## src/rtl/scs_regs.vh

```
`ifndef SCS_REGS_VH
`define SCS_REGS_VH

`define SCS_ADDR_SETUP 13'h0000
`define SCS_ADDR_GRADE 13'h0002
`define SCS_ADDR_IDX2 13'h0004
`define SCS_ADDR_IDX1 13'h0005
`define SCS_ADDR_MODES 13'h0008
`define SCS_ADDR_LPF 13'h000F
`define SCS_ADDR_GAIN 13'h0011
`define SCS_ADDR_FMT 13'h0014
`define SCS_ADDR_SER 13'h0021
`define SCS_ADDR_TUNE 13'h002B
`define SCS_ADDR_UPDATE 13'h00FF
`define SCS_ADDR_TRIG 13'h010C
`define SCS_ADDR_DECIM 13'h0113
`define SCS_ADDR_CPS 13'h0199
`define SCS_ADDR_PROF0 13'h0F00
`define SCS_ADDR_PROF1 13'h0F01
`define SCS_ADDR_PROF2 13'h0F02
`define SCS_ADDR_PROF3 13'h0F03

`define SCS_RST_SETUP 8'h18
`define SCS_RST_GRADE 8'h00
`define SCS_RST_IDX2 8'h0F
`define SCS_RST_IDX1 8'h3F
`define SCS_RST_MODES 8'h01
`define SCS_RST_LPF 8'h18
`define SCS_RST_GAIN 8'h06
`define SCS_RST_FMT 8'h00
`define SCS_RST_SER 8'h05
`define SCS_RST_ZERO 8'h00

`define SCS_SETUP_LSB_HI 6
`define SCS_SETUP_LSB_LO 1
`define SCS_SETUP_SRST_HI 5
`define SCS_SETUP_SRST_LO 2
`define SCS_SETUP_ONES 8'h18
`define SCS_TRIG_BIT 5
`define SCS_TUNE_BIT 6
`define SCS_CPS_AUTO_BIT 7
`define SCS_HPF_BYP_BIT 7
`define SCS_MODE_FIELD 2:0
`define SCS_MODE_RUN 3'h0

`define SCS_CLK_MHZ 100
`define SCS_WAKE_US 375
`define SCS_WAKE_CYC (`SCS_WAKE_US * `SCS_CLK_MHZ)
// 512 adc clocks, sized to the tune counter
`define SCS_TUNE_ADC_CYC 10'h200
`define SCS_GRADE_FIELD 5:4

`endif

```

## src/rtl/scs_startup_config.v

```verilog
// Functional notes
// - device wakes in full power-down and stays there until programmed over serial port.
// - gain value 0x06 means LNA 21.6 dB, external VGA, postamp 24 dB.
// - profile bytes 0xFF, 0x7F select continuous run, no channel power-down.
// - third byte 0x00 powers channels at trigger; fourth bit 7 bypasses HPF.
// - wake-up from power-down to run takes 375 us.
// - output-format value 0x00 selects default data format.
// - serial output value 0x05 means 14-bit, 8 lanes, frame clock whole frame.
// - clocks-per-sample bit 7 enables automatic clock count.
// - writing 0x20 to 0x10C raises software trigger, running the digital block.
// - low-pass value 0x18 sets default cutoff and bandwidth.
// - filter tune (0x40 to 0x02B) takes 512 ADC clocks.
// - setup register mirrors bit order bits 6/1, reset 5/2; bits 4,3 one; 0x18.
`include "scs_regs.vh"
`timescale 1ns/1ps
`default_nettype none
module scs_startup_config #(
    parameter WAKE_CYC = `SCS_WAKE_CYC
) (
    input wire i_clk_sys,
    input wire i_rst,
    input wire i_sclk,
    input wire i_csb_n,
    input wire i_sdio,
    input wire i_transmit_trigger,
    input wire i_adc_clk,
    output reg o_sdio,
    output reg o_sdio_oe,
    output reg o_power_down,
    output reg o_running,
    output reg o_ready,
    output reg o_tune_busy,
    output reg o_lsb_first,
    output reg o_hpf_bypass,
    output reg o_cps_auto,
    output reg o_continuous_run,
    output reg [7:0] o_gain,
    output reg [7:0] o_serial_out,
    output reg [7:0] o_lpf
);
////////////////////////////////////////////////////////////////////////////////
    wire sclk_s, csb_s, sdio_s, trig_s, adc_s;
    scs_sync u_s0 (.i_clk_sys(i_clk_sys), .i_rst(i_rst), .i_async(i_sclk), .o_sync(sclk_s));
    scs_sync u_s1 (.i_clk_sys(i_clk_sys), .i_rst(i_rst), .i_async(i_csb_n), .o_sync(csb_s));
    scs_sync u_s2 (.i_clk_sys(i_clk_sys), .i_rst(i_rst), .i_async(i_sdio), .o_sync(sdio_s));
    scs_sync u_s3 (.i_clk_sys(i_clk_sys), .i_rst(i_rst), .i_async(i_transmit_trigger),
        .o_sync(trig_s));
    scs_sync u_s4 (.i_clk_sys(i_clk_sys), .i_rst(i_rst), .i_async(i_adc_clk), .o_sync(adc_s));

    reg sclk_d, adc_d, trig_d;
    wire sclk_rise = sclk_s & ~sclk_d;
    wire sclk_fall = ~sclk_s & sclk_d;
    wire adc_rise = adc_s & ~adc_d;
    wire hw_trig = trig_s & ~trig_d;

////////////////////////////////////////////////////////////////////////////////
    // serial frame: 16-bit instruction (rw, w1, w0, addr[12:0]) then data bytes
    reg [4:0] bitcnt;
    reg [15:0] shreg;
    reg in_data, rd;
    reg [12:0] addr;
    reg [7:0] rdbyte;
    wire [15:0] next_shreg = {shreg[14:0], sdio_s};

    reg [7:0] setup, grade, idx2, idx1, modes, lpf_r, gain, fmt, ser, decim, cps;
    reg [7:0] prof [0:3];
    reg grade_written, armed_extra, profile_taken;
    reg [16:0] wake_cnt;
    reg [9:0] tune_cnt;

    wire lsb_first = setup[`SCS_SETUP_LSB_HI] | setup[`SCS_SETUP_LSB_LO];
    // lsb-first frames arrive reversed; the mirrored setup layout makes 0x000 immune
    wire [7:0] rx_byte;
    genvar g;
    generate
        for (g = 0; g < 8; g = g + 1) begin : g_rev
            assign rx_byte[g] = lsb_first ? next_shreg[7 - g] : next_shreg[g];
        end
    endgenerate
    wire byte_done = sclk_rise && !csb_s && in_data && bitcnt == 5'd7;
    wire wr_stb = byte_done && !rd;

    function [7:0] rd_mux;
        input [12:0] a;
        begin
            case (a)
                `SCS_ADDR_SETUP: rd_mux = setup | `SCS_SETUP_ONES;
                `SCS_ADDR_GRADE: rd_mux = grade;
                `SCS_ADDR_IDX2: rd_mux = idx2;
                `SCS_ADDR_IDX1: rd_mux = idx1;
                `SCS_ADDR_MODES: rd_mux = modes;
                `SCS_ADDR_LPF: rd_mux = lpf_r;
                `SCS_ADDR_GAIN: rd_mux = gain;
                `SCS_ADDR_FMT: rd_mux = fmt;
                `SCS_ADDR_SER: rd_mux = ser;
                `SCS_ADDR_DECIM: rd_mux = decim;
                `SCS_ADDR_CPS: rd_mux = cps;
                `SCS_ADDR_PROF0: rd_mux = prof[0];
                `SCS_ADDR_PROF1: rd_mux = prof[1];
                `SCS_ADDR_PROF2: rd_mux = prof[2];
                `SCS_ADDR_PROF3: rd_mux = prof[3];
                default: rd_mux = 8'h00;
            endcase
        end
    endfunction

    always @(posedge i_clk_sys) begin
        if (i_rst || csb_s) begin
            // chip select high aborts any partial byte
            bitcnt <= 5'h00;
            in_data <= 1'b0;
            rd <= 1'b0;
            addr <= 13'h0000;
            shreg <= 16'h0000;
            o_sdio_oe <= 1'b0;
            o_sdio <= 1'b0;
            rdbyte <= 8'h00;
        end else begin
            if (sclk_rise) begin
                shreg <= next_shreg;
                if (!in_data && bitcnt == 5'd15) begin
                    in_data <= 1'b1;
                    bitcnt <= 5'h00;
                    rd <= next_shreg[15];
                    addr <= next_shreg[12:0];
                    rdbyte <= rd_mux(next_shreg[12:0]);
                end else if (in_data && bitcnt == 5'd7) begin
                    bitcnt <= 5'h00;
                    // streaming: address steps down for msb-first, up for lsb-first
                    addr <= lsb_first ? addr + 13'h0001 : addr - 13'h0001;
                    rdbyte <= rd_mux(lsb_first ? addr + 13'h0001 : addr - 13'h0001);
                end else begin
                    bitcnt <= bitcnt + 5'h01;
                end
            end
            if (sclk_fall && in_data && rd) begin
                o_sdio_oe <= 1'b1;
                o_sdio <= lsb_first ? rdbyte[bitcnt[2:0]] : rdbyte[3'd7 - bitcnt[2:0]];
            end
        end
    end

////////////////////////////////////////////////////////////////////////////////
    wire srst_req = wr_stb && addr == `SCS_ADDR_SETUP &&
        (rx_byte[`SCS_SETUP_SRST_HI] | rx_byte[`SCS_SETUP_SRST_LO]);
    // a 0x0FF write restores defaults only once speed mode was written since the last reset or update
    wire upd_req = wr_stb && addr == `SCS_ADDR_UPDATE && grade_written;
    wire trig_req = wr_stb && addr == `SCS_ADDR_TRIG;

    integer k;
    always @(posedge i_clk_sys) begin
        adc_d <= adc_s;
        sclk_d <= sclk_s;
        trig_d <= trig_s;
        if (i_rst || srst_req || upd_req) begin
            if (i_rst || srst_req) begin
                grade <= `SCS_RST_GRADE;
            end
            if (i_rst) begin
                setup <= `SCS_RST_SETUP;
            end else if (srst_req) begin
                // reset bits self-clear; bit order is kept as written
                setup <= rx_byte & 8'h42;
            end
            idx2 <= `SCS_RST_IDX2;
            idx1 <= `SCS_RST_IDX1;
            modes <= `SCS_RST_MODES;
            lpf_r <= `SCS_RST_LPF;
            gain <= `SCS_RST_GAIN;
            fmt <= `SCS_RST_FMT;
            ser <= `SCS_RST_SER;
            decim <= `SCS_RST_ZERO;
            cps <= `SCS_RST_ZERO;
            for (k = 0; k < 4; k = k + 1) begin
                prof[k] <= `SCS_RST_ZERO;
            end
            grade_written <= 1'b0;
            armed_extra <= 1'b0;
            profile_taken <= 1'b0;
            wake_cnt <= 17'h00000;
            tune_cnt <= 10'h000;
            o_running <= 1'b0;
            o_ready <= 1'b0;
        end else begin
            if (wr_stb) begin
                case (addr)
                    `SCS_ADDR_SETUP: setup <= rx_byte & 8'h42;
                    `SCS_ADDR_GRADE: begin
                        grade <= rx_byte;
                        grade_written <= 1'b1;
                    end
                    `SCS_ADDR_IDX2: idx2 <= rx_byte;
                    `SCS_ADDR_IDX1: idx1 <= rx_byte;
                    `SCS_ADDR_MODES: modes <= rx_byte;
                    `SCS_ADDR_LPF: lpf_r <= rx_byte;
                    `SCS_ADDR_GAIN: gain <= rx_byte;
                    `SCS_ADDR_FMT: fmt <= rx_byte;
                    `SCS_ADDR_SER: ser <= rx_byte;
                    `SCS_ADDR_DECIM: decim <= rx_byte;
                    `SCS_ADDR_CPS: cps <= rx_byte;
                    `SCS_ADDR_PROF0: prof[0] <= rx_byte;
                    `SCS_ADDR_PROF1: prof[1] <= rx_byte;
                    `SCS_ADDR_PROF2: prof[2] <= rx_byte;
                    `SCS_ADDR_PROF3: prof[3] <= rx_byte;
                    default: ;
                endcase
            end
            // a 0x10C write arms; next msb-first write completes the buffer update
            if (trig_req) begin
                armed_extra <= 1'b1;
            end else if (wr_stb && armed_extra && !lsb_first) begin
                armed_extra <= 1'b0;
                profile_taken <= 1'b1;
            end
            if ((trig_req && rx_byte[`SCS_TRIG_BIT]) || hw_trig) begin
                o_running <= 1'b1;
            end
            if (modes[`SCS_MODE_FIELD] != `SCS_MODE_RUN) begin
                wake_cnt <= 17'h00000;
                o_ready <= 1'b0;
            end else if (wake_cnt == WAKE_CYC[16:0] - 17'h00001) begin
                o_ready <= 1'b1;
            end else begin
                wake_cnt <= wake_cnt + 17'h00001;
            end
            if (wr_stb && addr == `SCS_ADDR_TUNE && rx_byte[`SCS_TUNE_BIT]) begin
                tune_cnt <= `SCS_TUNE_ADC_CYC;
            end else if (adc_rise && tune_cnt != 10'h000) begin
                tune_cnt <= tune_cnt - 10'h001;
            end
        end
    end

////////////////////////////////////////////////////////////////////////////////
    always @(posedge i_clk_sys) begin
        if (i_rst) begin
            o_power_down <= 1'b1;
            o_tune_busy <= 1'b0;
            o_lsb_first <= 1'b0;
            o_hpf_bypass <= 1'b0;
            o_cps_auto <= 1'b0;
            o_continuous_run <= 1'b0;
            o_gain <= `SCS_RST_GAIN;
            o_serial_out <= `SCS_RST_SER;
            o_lpf <= `SCS_RST_LPF;
        end else begin
            o_power_down <= modes[`SCS_MODE_FIELD] != `SCS_MODE_RUN;
            o_tune_busy <= tune_cnt != 10'h000;
            o_lsb_first <= lsb_first;
            o_hpf_bypass <= profile_taken & prof[3][`SCS_HPF_BYP_BIT];
            // 0xFF/0x7F stop timing means the channels never time out
            o_continuous_run <= profile_taken && prof[0] == 8'hFF && prof[1] == 8'h7F;
            o_cps_auto <= cps[`SCS_CPS_AUTO_BIT];
            o_gain <= gain;
            o_serial_out <= ser;
            o_lpf <= lpf_r;
        end
    end
endmodule
`default_nettype wire

```

## src/rtl/scs_sync.v

```verilog
`timescale 1ns/1ps
`default_nettype none
// two-flop synchroniser; first stage is read only by the second
module scs_sync (
    input wire i_clk_sys,
    input wire i_rst,
    input wire i_async,
    output reg o_sync
);
    reg meta;
    always @(posedge i_clk_sys) begin
        if (i_rst) begin
            meta <= 1'b0;
            o_sync <= 1'b0;
        end else begin
            meta <= i_async;
            o_sync <= meta;
        end
    end
endmodule
`default_nettype wire

```

## config.mk

```make
export PLATFORM = sky130hd
export DESIGN_NAME = scs_startup_config
export DESIGN_NICKNAME = d
export VERILOG_FILES = /design/src/rtl/scs_startup_config.v /design/src/rtl/scs_sync.v
export VERILOG_INCLUDE_DIRS = /design/src /design/src/rtl
export SDC_FILE = /design/constraint.sdc
export NUM_CORES = 1
export LEC_CHECK = 0
export BUFFER_PORTS_ARGS = -buffer_cell sky130_fd_sc_hd__buf_2
export CAP_MARGIN = 0
export CORE_ASPECT_RATIO = 1.25
export CORE_MARGIN = 1.5
export CORE_UTILIZATION = 25
export DETAILED_ROUTE_END_ITERATION = 12
export SYNTH_ARGS = -nofsm -noshare
export SYNTH_HDL_FRONTEND = slang
export SYNTH_SLANG_ARGS = --single-unit
```

## constraint.sdc

```tcl
create_clock -name i_clk_sys -period 5.65 [get_ports i_clk_sys]
set_input_delay 1.4125 -clock i_clk_sys [delete_from_list [all_inputs] [get_ports i_clk_sys]]
set_output_delay 1.4125 -clock i_clk_sys [all_outputs]
set_load 0.05 [all_outputs]
```

==> flow_metrics.tcl <==
set metrics [dict create \
    path_max_fanout 12 \
    path_class "flip-flop to flip-flop" \
    yosysTopAreaCell "dfxtp_1" \
    r2r_slack_ns 0.74 \
    fp.dieW_um 197.5 \
    cts.repair.resized 0 \
    power.density_mw_per_mm2 264.3 \
    ys_types 88 \
    fmax_mhz 203.5 \
    grt_pass1_wl_um 72060 \
    hp-class "flip-flop to flip-flop" \
    power.leakage_uw 0.004953 \
    hold_violations 0 \
    nNetsFinal 1365 \
    drt-pass1-iter-count 6 \
    postSynthAreaPerCell_um2 8.794 \
    grtUsageTotal 0.2021 \
    cts_tree "yes" \
    ys_seq_area_frac 0.4316 \
    cts_num_sinks 234 \
    htree_levels 1 \
    die_area_mm2 0.04863 \
    nFillCells 5018 \
    synth_nets 1362 \
    grt_pass1_vias 10584 \
    io_buffers 40 \
    cpMaxStageDelayCell "nor4_1" \
    worst_slew_pin_slew_ns 1.025 \
    use_met3 0.02888 \
    synthArstFlopShare 0 \
    cp.buffers_inverters 2 \
    cp.arrival_ns 5.37 \
    timing.final.crit_share 0.8696 \
    required_ns 6.10 \
    vias 10787 \
    wire_per_inst_um 24.75 \
    die_y_um 246.2 \
    layout-drive-gt1-share 0.1194 \
    status "complete, no violations" \
    yosys_most_used_dff "dfxtp_1" \
    whs_ns 0.3521 \
    drt_iter0_drc 1069 \
    skew_ns 0.02360 \
    gp_congestion 0.9811 \
    cp_cell_sequence "or2_1, buf_4, xnor2_1, ha_1, o21ai_0, a21boi_1, xor2_1, buf_4, and3_1, nand3_1, nor4_1, a22o_1, a211oi_1, a211oi_1" \
    ioPinCount 41 \
    drv_cap 0 \
    worstSetupStartpointType "flip-flop" \
    layout_min_cycle_time_ns 4.913 \
    ys_warn_count 0 \
    ir_drop_v 0.0001617 \
    fin_tns_setup_ns 0 \
    path_delay_family "simple AND/OR/NAND/NOR gates" \
    overflow 0 \
    yosys.area.top_type_share 0.3250 \
    max_stage_delay_ns 0.61 \
    grtUsageMet1 0.2232 \
    routed_wl_um 49380 \
    antenna_cells 0 \
    ant_nets 0 \
    grt_max_degree 46 \
    syn_area_mm2 0.01183 \
    synth_common_cells "dfxtp_1, nor2_1, nand2_1, mux2i_1, clkbuf_1" \
    top_usage_layer "met2" \
    cts_setup_buffers 0 \
    core_mm2 0.04646 \
    avgViaCountPerCell 5.407 \
    clk_pin_slew_ns 0.07 \
    synth-edff-count 42 \
    dp_hpwl_um 37340 \
    antenna_found_initial 0 \
    slew-limit-headroom 0.3129 \
    numCtsBuffers 24 \
    cts_buffer_depth 3 \
    finalMaxSlewViolations 0 \
    synth-seq-cells 234 \
    ctsHoldBuffers 0 \
    ys_top_cells_by_area "dfxtp_1, edfxtp_1, mux2i_1" \
    start_util 0.2546 \
    clock_latency_ns 0.55 \
    drc_errors 0 \
    finalSetupViolCount 0 \
    cp-end-kind "flip-flop" \
    cts_root_buffer "clkbuf_16" \
    synthCells 1345 \
    synth.most_common_cell "dfxtp_1" \
    use_met2 0.3528 \
    syn_to_final_growth_pct 14.07 \
    rsz0062_at_grt "false" \
    num_rows 88 \
]
[logic make-up after synthesis]
group,after synthesis,synth area share
multiplexers,84,0.07638
AO/OA/AOI/OAI,248,0.1541
flip-flops,234,0.4316
XOR/XNOR,42,0.03237
buffers and inverters,117,0.03956
adder cells (fa/ha/maj),10,0.01058
AND/OR/NAND/NOR,610,0.2554
[registers in the layout, summed over array words and instances (netlist names), 10 cells and up]
register  count
wake_cnt     17
tune_cnt     10
addr         13
shreg        15
prof         32
[area by class of cell]
class                   count  area, um2  share of cell area
clock buffers              31      678.2             0.05026
clock inverters            12      111.4            0.008254
inverters                  24      90.09            0.006677
multi-input cells         994       6294              0.4665
flip-flops and latches    234       5105              0.3784
well taps                 630      788.3             0.05843
repair buffers             70      425.4             0.03153
[final timing paths]
kind                                  end  cells after the start   startpoint
worst max-delay path            rdbyte[2]                     14     setup[6]
worst min-delay path               trig_d                      0  u_s3.o_sync
worst max register to register  rdbyte[2]                     14     setup[6]
worst min register to register     trig_d                      0  u_s3.o_sync
[power by group]
part           total (uW)  switching (uW)  leakage (uW)  internal, uW
combinational         201             138       0.00260          63.2
sequential           1760            32.1       0.00198          1720
clock                1610             708      0.000377           900
total                3570             878       0.00495          2690
[through the flow]
stage	total power [uW]	area, um2	utilization	worst slack [ns]	cells
6_report	3566	13490	0.2904	0.7368	1995
2_1_floorplan	1920	11830	-	1.636	1345
4_1_cts	3596	13490	0.2904	0.8211	1995
3_5_place_dp	1991	12700	0.2734	0.8591	1952
3_3_place_gp	1988	12700	0.2734	1.031	1952
5_1_grt	3687	13490	0.2904	0.2799	1995
[worst register-to-register path: stages, from the launching register on]
cell and delay [ns]:
edfxtp_1 0.52, or2_1 0.27, buf_4 0.19, xnor2_1 0.34
ha_1 0.37, o21ai_0 0.20, a21boi_1 0.22, xor2_1 0.44
buf_4 0.28, and3_1 0.52, nand3_1 0.29, nor4_1 0.61
a22o_1 0.25, a211oi_1 0.07, a211oi_1 0.26
[routing by layer]
metal  up-vias  part of all wire  routed length [um]
met3       167             0.056                2773
met1      5326              0.37               18290
met2       432              0.49               24270
li1       4862                 -                   -
met4         0             0.082                4051
met5         -                 0                   0
[placed cells by master, fill, tap and decap left out, types with 24 or more instances in the layout]
master	n
a21oi_1	56
a22oi_1	49
buf_2	40
buf_4	30
clkbuf_16	25
dfxtp_1	192
edfxtp_1	42
mux2i_1	79
nand2_1	168
nand3_1	40
nand4_1	28
nor2_1	177
nor2b_1	37
nor3_1	26
xnor2_1	24
Note: power is estimated with default switching activity, not from simulation.
